[config.mk]
export PLATFORM = sky130hd
export DESIGN_NAME = flash_wake_id_secure
export DESIGN_NICKNAME = d
export VERILOG_FILES = /design/src/verilog/pin_sync.v /design/src/verilog/byte_shift_out.v /design/src/verilog/flash_wake_id_secure.v
export VERILOG_INCLUDE_DIRS = /design/src /design/src/verilog
export SDC_FILE = /design/constraint.sdc
export NUM_CORES = 1
export LEC_CHECK = 0
export ABC_AREA = 1
export BUFFER_PORTS_ARGS = -buffer_cell sky130_fd_sc_hd__buf_2
export CAP_MARGIN = 20
export CORE_ASPECT_RATIO = 0.7
export CORE_UTILIZATION = 50
export CTS_CLUSTER_SIZE = 14
export DETAILED_ROUTE_END_ITERATION = 10
export GPL_ROUTABILITY_DRIVEN = 0
export PLACE_DENSITY_LB_ADDON = 0.08
export SYNTH_ARGS = -nofsm -noshare
export SYNTH_HDL_FRONTEND = slang
export SYNTH_SLANG_ARGS = --single-unit
[constraint.sdc]
create_clock -name mclk_i -period 2 [get_ports mclk_i]
set_clock_uncertainty 0.1 [all_clocks]
set_input_delay 0.3 -clock mclk_i [delete_from_list [all_inputs] [get_ports mclk_i]]
set_output_delay 0.3 -clock mclk_i [all_outputs]
set_load 0.02 [all_outputs]
[src/verilog/flash_cmd_defines.vh]
// constants for the wake, identification, secure-region and security-status slice
`ifndef FLASH_CMD_DEFINES_VH
`define FLASH_CMD_DEFINES_VH

// ----------------------------------------------------------------
// opcodes
// ----------------------------------------------------------------
`define OP_NONE 8'h00
`define OP_WAKE_SIG 8'hab
`define OP_ID_MAIN 8'h90
`define OP_ID_ALT_A 8'hdf
`define OP_ID_ALT_B 8'hef
`define OP_ENTER_SECURE 8'hb1
`define OP_EXIT_SECURE 8'hc1
`define OP_SEC_READ 8'h2b
`define OP_SEC_WRITE 8'h2f
`define OP_PROT_SELECT 8'h68
`define OP_ENTER_WIDE 8'hb7
`define OP_EXIT_WIDE 8'he9
`define OP_FAIL_CLEAR 8'h30
`define OP_POWER_DOWN 8'hb9

// ----------------------------------------------------------------
// frame bit counts and id address
// ----------------------------------------------------------------
`define BITS_OPCODE 6'h08
`define BITS_ID_HEADER 6'h20
`define BITS_SIG_MIN 6'h28
`define BITS_MAX 6'h3f
`define ID_SWAP_ADDR 8'h01

// ----------------------------------------------------------------
// security status register fields
// ----------------------------------------------------------------
`define SEC_FACTORY_BIT 0
`define SEC_LOCKDOWN_BIT 1
`define SEC_WIDE_BIT 2
`define SEC_RESERVED_BIT 3
`define SEC_CONT_PROG_BIT 4
`define SEC_PROG_FAIL_BIT 5
`define SEC_ERASE_FAIL_BIT 6
`define SEC_PROT_SEL_BIT 7
`define SEC_RESET 8'h00

// ----------------------------------------------------------------
// timing
// ----------------------------------------------------------------
`define CLK_PERIOD_NS 10
`define WAKE_DELAY_NS 100000
`define WAKE_CYCLES_DEF 16'h2710

`endif

[src/verilog/pin_sync.v]
// two-stage synchroniser for a group of pin inputs
`timescale 1ns/1ps
module pin_sync #(
    parameter WIDTH = 5
) (
    input wire mclk_i,
    input wire rst_i,
    input wire [WIDTH-1:0] pins_i,
    input wire [WIDTH-1:0] reset_value_i,
    output wire [WIDTH-1:0] sync_o
);
    reg [WIDTH-1:0] stage1;
    reg [WIDTH-1:0] stage2;
    genvar g;
    generate
        for (g = 0; g < WIDTH; g = g + 1) begin : g_bit
            always @(posedge mclk_i) begin
                if (rst_i) begin
                    stage1[g] <= reset_value_i[g];
                    stage2[g] <= reset_value_i[g];
                end else begin
                    stage1[g] <= pins_i[g];
                    stage2[g] <= stage1[g];
                end
            end
        end
    endgenerate
    assign sync_o = stage2;
endmodule // pin_sync

[src/verilog/byte_shift_out.v]
// msb-first byte serialiser, data changes on serial clock falling edges
`timescale 1ns/1ps
module byte_shift_out (
    input wire mclk_i,
    input wire rst_i,
    input wire en_i,
    input wire fall_i,
    input wire [7:0] byte_i,
    output reg so_o,
    output reg oe_o,
    output wire take_o
);
    reg [7:0] shreg;
    reg [2:0] left;
    assign take_o = en_i & fall_i & (left == 3'h0);
    always @(posedge mclk_i) begin
        if (rst_i) begin
            so_o <= 1'b0;
            oe_o <= 1'b0;
            shreg <= 8'h00;
            left <= 3'h0;
        end else if (!en_i) begin
            so_o <= 1'b0;
            oe_o <= 1'b0;
            left <= 3'h0;
        end else begin
            oe_o <= 1'b1;
            if (fall_i) begin
                if (left == 3'h0) begin
                    so_o <= byte_i[7];
                    shreg <= {byte_i[6:0], 1'b0};
                    left <= 3'h7;
                end else begin
                    so_o <= shreg[7];
                    shreg <= {shreg[6:0], 1'b0};
                    left <= left - 3'h1;
                end
            end
        end
    end
endmodule // byte_shift_out

[src/verilog/flash_wake_id_secure.v]
// wake, identification, secure-region and security-status command slice
//
// Overview of operation
// RULE_01: wake command ends on chip select rising, then part is in standby.
// RULE_02: from power-down standby follows the wake delay; host keeps select high.
// RULE_03: reset pin driven low takes the part out of power-down.
// RULE_04: legacy signature command returns one 8-bit electronic identifier.
// RULE_05: wake and signature work in power-down unless a cycle is busy.
// RULE_06: legacy identifier repeats while clocked; host stops after one whole byte.
// RULE_07: host sends id opcode, two dummy bytes, then one address byte.
// RULE_08: id bytes go out msb first on falling clock until select rises.
// RULE_09: address one puts device id first; bytes alternate while clocked.
// RULE_10: enter-secure command switches reads and programs to the otp region.
// RULE_11: in secure mode write/lock/erase commands refused; locked means reads only.
// RULE_12: exit-secure command returns access to the main array.
// RULE_13: security register readable any time, repeated while clocking continues.
// RULE_14: bit 0 reports factory lock of the secure region, read only.
// RULE_15: bit 1 set only by security write, sticks, then otp not programmable.
// RULE_16: in secure mode the main array cannot be accessed.
// RULE_17: bit 2 set by enter-wide, cleared by exit-wide or power-up.
// RULE_18: bit 4 mirrors continuous-program mode; bit 3 reads zero.
// RULE_19: bit 5 set by program failure or protected target until fail clear.
// RULE_20: bit 6 set by erase failure or protected target until fail clear.
// RULE_21: bit 7 records protection select; then all blocks locked after power-on.
// RULE_22: with protection select set, write-protect pin low protects every block.
// RULE_23: in power-down every command but wake and signature is ignored.
// RULE_24: wake only executes if select rises right after the eighth bit; code also wakes when select rises after 40 or more bits.
// RULE_25: security register shifts out msb first on falling clock edges.
`timescale 1ns/1ps
`include "flash_cmd_defines.vh"
module flash_wake_id_secure #(
    parameter [15:0] WAKE_CYCLES = `WAKE_CYCLES_DEF,
    parameter [7:0] SIGNATURE_ID = 8'h5a,
    parameter [7:0] MAKER_ID = 8'ha5,
    parameter [7:0] PART_ID = 8'h3c
) (
    input wire mclk_i,
    input wire rst_i,
    input wire cs_n_i,
    input wire sclk_i,
    input wire si_i,
    input wire reset_n_i,
    input wire wp_n_i,
    input wire busy_i,
    input wire cont_prog_i,
    input wire factory_lock_i,
    input wire nv_lockdown_i,
    input wire nv_prot_sel_i,
    input wire program_fail_i,
    input wire erase_fail_i,
    output wire so_o,
    output wire so_oe_o,
    output reg deep_power_down_o,
    output reg standby_o,
    output reg secure_mode_o,
    output reg main_array_block_o,
    output reg secure_refuse_o,
    output reg otp_read_only_o,
    output reg wide_address_o,
    output reg all_blocks_protect_o,
    output reg powerup_lock_all_o,
    output reg [7:0] security_o
);
    // ----------------------------------------------------------------
    // pin synchronisers and edges
    // ----------------------------------------------------------------
    wire [4:0] pins_s;
    wire cs_s = pins_s[0];
    wire sclk_s = pins_s[1];
    wire si_s = pins_s[2];
    wire rstn_s = pins_s[3];
    wire wpn_s = pins_s[4];
    reg cs_d;
    reg sclk_d;
    pin_sync #(.WIDTH(5)) u_sync (
        .mclk_i(mclk_i),
        .rst_i(rst_i),
        .pins_i({wp_n_i, reset_n_i, si_i, sclk_i, cs_n_i}),
        .reset_value_i(5'h19),
        .sync_o(pins_s)
    );
    wire sclk_rise = sclk_s & ~sclk_d;
    wire sclk_fall = ~sclk_s & sclk_d;
    wire cs_fall = ~cs_s & cs_d;
    wire cs_rise = cs_s & ~cs_d;

    // ----------------------------------------------------------------
    // power state
    // ----------------------------------------------------------------
    localparam [1:0] ST_STANDBY = 2'h0;
    localparam [1:0] ST_POWER_DOWN = 2'h1;
    localparam [1:0] ST_WAKING = 2'h2;
    reg [1:0] state;
    reg [1:0] next_state;
    reg [15:0] wake_cnt;

    // ----------------------------------------------------------------
    // frame capture
    // ----------------------------------------------------------------
    reg frame_ok;
    reg [6:0] shreg;
    reg [5:0] bitcnt;
    reg [7:0] opcode;
    reg [7:0] addr;
    reg data_on;
    reg byte_tgl;
    wire [7:0] new_byte = {shreg, si_s};
    wire active = ~cs_s & frame_ok;
    wire op_accept = (state == ST_STANDBY) ||
        ((state == ST_POWER_DOWN) && (new_byte == `OP_WAKE_SIG) && !busy_i); // see RULE_05 RULE_23
    wire is_id = (opcode == `OP_ID_MAIN) || (opcode == `OP_ID_ALT_A) || (opcode == `OP_ID_ALT_B);
    wire at_end = cs_rise & frame_ok;
    wire exact8 = (bitcnt == `BITS_OPCODE);
    wire wake_done = at_end & (opcode == `OP_WAKE_SIG) &
        (exact8 | (bitcnt >= `BITS_SIG_MIN)); // see RULE_24 RULE_06
    wire write_ok = at_end & exact8 & (state == ST_STANDBY);
    wire nv_write_ok = write_ok & ~secure_mode_o & ~busy_i; // see RULE_11
    wire fail_clr = write_ok & (opcode == `OP_FAIL_CLEAR);

    // ----------------------------------------------------------------
    // security register state
    // ----------------------------------------------------------------
    reg nv_loaded;
    reg lockdown;
    reg prot_sel;
    reg wide;
    reg prog_fail;
    reg erase_fail;
    reg cont_prog;
    reg factory;
    wire [7:0] sec_value = {prot_sel, erase_fail, prog_fail, cont_prog,
        1'b0, wide, lockdown, factory}; // see RULE_14 RULE_18

    // ----------------------------------------------------------------
    // read-out byte selection
    // ----------------------------------------------------------------
    wire take;
    reg [7:0] tx_byte;
    always @* begin
        tx_byte = 8'h00;
        if (opcode == `OP_SEC_READ) begin
            tx_byte = sec_value; // see RULE_13 RULE_25
        end else if (opcode == `OP_WAKE_SIG) begin
            tx_byte = SIGNATURE_ID; // see RULE_04 RULE_06
        end else if (is_id) begin
            if ((addr == `ID_SWAP_ADDR) ^ byte_tgl) begin
                tx_byte = PART_ID; // see RULE_09
            end else begin
                tx_byte = MAKER_ID;
            end
        end
    end
    byte_shift_out u_tx (
        .mclk_i(mclk_i),
        .rst_i(rst_i),
        .en_i(data_on & ~cs_s),
        .fall_i(sclk_fall),
        .byte_i(tx_byte),
        .so_o(so_o),
        .oe_o(so_oe_o),
        .take_o(take)
    ); // see RULE_08

    // ----------------------------------------------------------------
    // frame shifting and decode
    // ----------------------------------------------------------------
    always @(posedge mclk_i) begin
        if (rst_i) begin
            cs_d <= 1'b1;
            sclk_d <= 1'b0;
            frame_ok <= 1'b0;
            shreg <= 7'h00;
            bitcnt <= 6'h00;
            opcode <= `OP_NONE;
            addr <= 8'h00;
            data_on <= 1'b0;
            byte_tgl <= 1'b0;
        end else begin
            cs_d <= cs_s;
            sclk_d <= sclk_s;
            if (cs_fall) begin
                frame_ok <= (state != ST_WAKING); // see RULE_02
                bitcnt <= 6'h00;
                opcode <= `OP_NONE;
                data_on <= 1'b0;
                byte_tgl <= 1'b0;
            end else if (cs_s) begin
                data_on <= 1'b0;
                if (cs_rise) begin
                    frame_ok <= 1'b0;
                end
            end else if (active) begin
                if (take) begin
                    byte_tgl <= ~byte_tgl; // see RULE_09
                end
                if (sclk_rise) begin
                    shreg <= new_byte[6:0];
                    if (bitcnt != `BITS_MAX) begin
                        bitcnt <= bitcnt + 6'h01;
                    end
                    if (bitcnt == `BITS_OPCODE - 6'h01) begin
                        opcode <= op_accept ? new_byte : `OP_NONE; // see RULE_23
                        data_on <= op_accept & (new_byte == `OP_SEC_READ); // see RULE_13
                    end
                    if (bitcnt == `BITS_ID_HEADER - 6'h01) begin
                        addr <= new_byte; // see RULE_07
                        data_on <= data_on | is_id | (opcode == `OP_WAKE_SIG); // see RULE_13
                    end
                end
            end
        end
    end

    // ----------------------------------------------------------------
    // power state machine
    // ----------------------------------------------------------------
    always @* begin
        next_state = state;
        case (state)
            ST_STANDBY: begin
                if (write_ok && (opcode == `OP_POWER_DOWN)) begin
                    next_state = ST_POWER_DOWN;
                end
            end
            ST_POWER_DOWN: begin
                if (!rstn_s) begin
                    next_state = ST_STANDBY; // see RULE_03
                end else if (wake_done) begin
                    next_state = ST_WAKING; // see RULE_01 RULE_02
                end
            end
            ST_WAKING: begin
                if (!rstn_s || (wake_cnt >= WAKE_CYCLES)) begin
                    next_state = ST_STANDBY; // see RULE_02 RULE_03
                end
            end
            default: begin
                next_state = ST_STANDBY;
            end
        endcase
    end

    always @(posedge mclk_i) begin
        if (rst_i) begin
            state <= ST_STANDBY;
            wake_cnt <= 16'h0000;
        end else begin
            state <= next_state;
            if (state == ST_WAKING) begin
                wake_cnt <= wake_cnt + 16'h0001;
            end else begin
                wake_cnt <= 16'h0001;
            end
        end
    end

    // ----------------------------------------------------------------
    // security bits and mode flags
    // ----------------------------------------------------------------
    always @(posedge mclk_i) begin
        if (rst_i) begin
            nv_loaded <= 1'b0;
            lockdown <= 1'b0;
            prot_sel <= 1'b0;
            wide <= 1'b0;
            prog_fail <= 1'b0;
            erase_fail <= 1'b0;
            cont_prog <= 1'b0;
            factory <= 1'b0;
            secure_mode_o <= 1'b0;
            powerup_lock_all_o <= 1'b0;
        end else begin
            nv_loaded <= 1'b1;
            factory <= factory_lock_i; // see RULE_14
            cont_prog <= cont_prog_i; // see RULE_18
            powerup_lock_all_o <= ~nv_loaded & nv_prot_sel_i; // see RULE_21
            if (!nv_loaded) begin
                lockdown <= nv_lockdown_i;
                prot_sel <= nv_prot_sel_i;
            end else begin
                if (nv_write_ok && (opcode == `OP_SEC_WRITE)) begin
                    lockdown <= 1'b1; // see RULE_15
                end
                if (nv_write_ok && (opcode == `OP_PROT_SELECT)) begin
                    prot_sel <= 1'b1; // see RULE_21
                end
            end
            if (write_ok && (opcode == `OP_ENTER_WIDE)) begin
                wide <= 1'b1; // see RULE_17
            end else if (write_ok && (opcode == `OP_EXIT_WIDE)) begin
                wide <= 1'b0; // see RULE_17
            end
            prog_fail <= program_fail_i | (prog_fail & ~fail_clr); // see RULE_19
            erase_fail <= erase_fail_i | (erase_fail & ~fail_clr); // see RULE_20
            if (write_ok && (opcode == `OP_ENTER_SECURE)) begin
                secure_mode_o <= 1'b1; // see RULE_10
            end else if (write_ok && (opcode == `OP_EXIT_SECURE)) begin
                secure_mode_o <= 1'b0; // see RULE_12
            end
        end
    end

    // ----------------------------------------------------------------
    // registered status outputs
    // ----------------------------------------------------------------
    always @(posedge mclk_i) begin
        if (rst_i) begin
            deep_power_down_o <= 1'b0;
            standby_o <= 1'b1;
            main_array_block_o <= 1'b0;
            secure_refuse_o <= 1'b0;
            otp_read_only_o <= 1'b0;
            wide_address_o <= 1'b0;
            all_blocks_protect_o <= 1'b0;
            security_o <= `SEC_RESET;
        end else begin
            deep_power_down_o <= (state == ST_POWER_DOWN);
            standby_o <= (state == ST_STANDBY);
            main_array_block_o <= secure_mode_o; // see RULE_16
            secure_refuse_o <= secure_mode_o; // see RULE_11
            otp_read_only_o <= secure_mode_o & lockdown; // see RULE_11 RULE_15
            wide_address_o <= wide;
            all_blocks_protect_o <= prot_sel & ~wpn_s; // see RULE_22
            security_o <= sec_value;
        end
    end
endmodule // flash_wake_id_secure

==> summary.txt <==
Run status
  • Status: completed

Worst setup path
  • R2r startpoint: u_sync.sync_o[0]$_SDFF_PP1_
  • Crit-path cells: ha_1 -> nand2_1 -> inv_1 -> nand2_1 -> nor3_2 -> nand4_1 -> a21oi_1 -> nor2_1
  • CP endpoint kind: register
  • R2R Path End: prog_fail$_SDFF_PP0_
  • Crit. path cell count: 8
  • Required @ worst endpoint: 2.12 ns
  • Worst path max stage delay: 0.49 ns
  • CP Launch Type: register
  • Setup slack, reg-to-reg: 0.22 ns
  • Most used cell, CP: nand2_1
  • CP max FO: 5
  • Worst EP arrival: 1.91 ns
  • WS Path Type: reg -> reg
  • Crit path max-delay family: simple AND/OR/NAND/NOR gates
  • Setup crit start: u_sync.sync_o[0]$_SDFF_PP1_
  • FF-to-FF path depth: 8
  • Critical-path top delay cell: dfxtp_1
  • Critical path destination: prog_fail$_SDFF_PP0_
  • Buf/Inv on CP: 1

Drt
  • Via/cell ratio: 5.05
  • Met2 wire length: 3490 um
  • Max Used Layer: met4
  • Routed vias: 3568
  • Wl on met1: 4950 um
  • Avg WL per Cell: 12.7 um
  • Final ANT Viol Nets: 0
  • DRC errors left: 0
  • Detailed router's first-iteration violation count: 235
  • Detailed Routing Iterations Pass 1: 6
  • Total Wirelength: 8990 um
  • Met3 WL: 463 um

GRT
  • Largest net degree at the start of global routing: 17
  • Vias in the first global route: 3234
  • Total gr overflow: 0
  • Gr usage total: 22.9%
  • First-pass GRT wire length: 15700 um
  • Initial antenna violation count: 0

CTS
  • Clk_lat worst skew: 0.34 ns
  • Root Driver: clkbuf_16
  • H-tree depth: 3
  • # Post-CTS Setup Buffers: 0
  • PostCTS Resize Cnt: 0
  • Hold-fix buffers, CTS: 0
  • CTS tree: yes
  • CTS clk-pin slew, worst paths: 0.06 ns
  • TritonCTS Buffers: 9
  • Clock buffer depth: 2
  • CTS Sinks: 96

Die
  • Num ports: 33
  • Die width: 110 um
  • Die area: 0.00861 sq mm
  • Core footprint: 0.00791 sq mm
  • DIE HEIGHT: 77.9 um
  • Initial Util: 52.1%
  • Rows: 27

Pwr
  • Clk network pwr share: 48.6%
  • P_leak: 2.02 nW
  • Seq pwr share: 48.6%
  • Power Dens Cells: 843 mW/mm^2
  • Switching power: 811 uW
  • Internal Pwr Total: 3.21 mW
  • VDD IR-drop max: 0.532 mV
  • Net Sw Frac: 20.2%
  • Combinational Power Share: 2.7%
  • PnR Total Power: 4.02 mW

Timing
  • Unrepaired setup endpoints after global routing: false
  • Endpoints failing hold: 0
  • Fmax: 561 MHz
  • Setup violators final: 0
  • Max Slew Vio Count: 0
  • Worst setup margin: 0.218 ns
  • Final period demand of the worst path: 1.78 ns
  • Setup TNS: 0 ns
  • Final worst-path cycle share: 89.1%

Synthesis
  • Cells after Synth: 560
  • Area leader, netlist: dfxtp_1
  • Top area cells in the synthesized netlist: dfxtp_1 47%, nand2_1 8.8%, inv_1 7.7%
  • Mapped Nets: 582
  • Sequential share of the synthesized area: 46.7%
  • Count of cell types in the netlist: 36
  • Yosys reg bits: 96
  • Avg Inst Size Synth: 7.35 sq um
  • Yosys warns: 0
  • Post-Syn Area: 0.00412 sq mm
  • Synth async-reset ratio: 0%
  • Area share of the largest cell type after synthesis: 46.7%
  • Post-synth EDFFs: 0
  • Synth Flop Type: dfxtp_1

Layout
  • Synth-to-Final Area Change: 15.8%
  • Final nets: 623
  • Final antenna diode count: 0
  • Share of cells above drive strength 1: 13.9%

Placed design
  • DP HPWL: 6830 um
  • IO buf count: 31
  • Dpl ws: 0.214 ns

Flow run
  • Total of max-cap violations: 0

Min path
  • Worst hold-check path type: in -> reg
==> layer usage <==
metal	GRT usage, %	vias to the layer above
met5	0	-
met4	7.60	0
met3	5.23	9
met2	31.4	84
met1	34.7	1605
li1	-	1870
==> cells by family after synthesis <==
kind of cell	count (synthesis)	synth area share (%)
other	1	0.0911
adders and majority gates	8	2.43
and+or+nand+nor	245	27.4
buffers and inverters	100	9.60
AOI/OAI and AO/OA	109	13.6
DFF	96	46.7
xor gates and xnor gates	1	0.213
==> Yosys cell counts (2+ instances only) <==
cell / count
nor3_4: 2
a31oi_1: 3
nand2_2: 3
buf_4: 3
or2_2: 7
o21ai_0: 43
nor3_2: 3
nor2_1: 68
dfxtp_1: 96
nor3_1: 16
o21ai_1: 5
nand4_1: 9
nand3b_1: 2
nand3_2: 2
clkbuf_1: 9
nor4_1: 2
nor2_2: 4
inv_1: 85
ha_1: 8
a21oi_1: 55
nand2_1: 96
nand3_1: 25
==> power by group through the flow <==
stage	combinational [mW]	sequential, mW	clock (mW)
2_1_floorplan	0.0594	2.00	0
3_5_place_dp	0.109	2.00	0
6_report	0.110	1.95	1.95
3_3_place_gp	0.107	2.00	0
4_1_cts	0.110	1.95	1.99
5_1_grt	0.122	1.96	2.09
==> sequential cells by signal, summed over array words and instances (netlist names), 2 cells and up <==
name	cells
addr	8
bitcnt	6
opcode	8
security_o	7
shreg	7
state	2
u_sync.stage1	5
u_sync.sync_o	5
u_tx.left	3
u_tx.shreg	7
wake_cnt	16
==> how the worst min path moves through the flow <==
stage	from	to	slack [ns]	cells after the start
after floorplan	u_sync.sync_o[4]$_SDFF_PP1_	all_blocks_protect_o$_SDFF_PP0_	0.27	1
after global placement	u_sync.sync_o[4]$_SDFF_PP1_	all_blocks_protect_o$_SDFF_PP0_	0.29	1
after detailed placement	u_sync.sync_o[4]$_SDFF_PP1_	all_blocks_protect_o$_SDFF_PP0_	0.29	1
after CTS	cs_n_i	u_sync.stage1[0]$_SDFF_PP1_	0.03	2
after global routing	wp_n_i	u_sync.stage1[4]$_SDFF_PP1_	0.02	2
final	wp_n_i	u_sync.stage1[4]$_SDFF_PP1_	0.04	2
==> metrics by stage <==
step	util, %	std cells	hold WS, ns	area, sq um
4_1_cts	60.3	707	0.0260	4770
5_1_grt	60.3	707	0.0242	4770
3_3_place_gp	56.0	691	0.288	4420
3_5_place_dp	56.0	691	0.285	4420
2_1_floorplan	-	560	0.273	4120
6_report	60.3	707	0.0353	4770
==> final cells by class <==
| class | count | area, sq um |
|---|---|---|
| well taps | 101 | 126 |
| fillers | 731 | 3140 |
| multi-input cells | 364 | 1800 |
| flip-flops and latches | 96 | 1920 |
| clock inverters | 6 | 115 |
| repair buffers | 44 | 253 |
| inverters | 86 | 323 |
| clock buffers | 10 | 229 |
==> cells in the final DEF (no fill, tap or decap), drive strengths merged <==
cell	n
a22oi	1
xnor2	1
nand2	100
conb	1
o31ai	1
nor2	73
buf	44
a31oi	3
nor3	21
nand3b	2
a21oi	55
o21ai	48
nor4	2
bufinv	3
clkbuf	10
clkinvlp	1
and3	1
clkinv	1
dfxtp	96
ha	8
inv	87
nor3b	2
or2	8
nand4	9
o32ai	1
nand3	27
No activity file was read; power rests on OpenSTA's default activity.
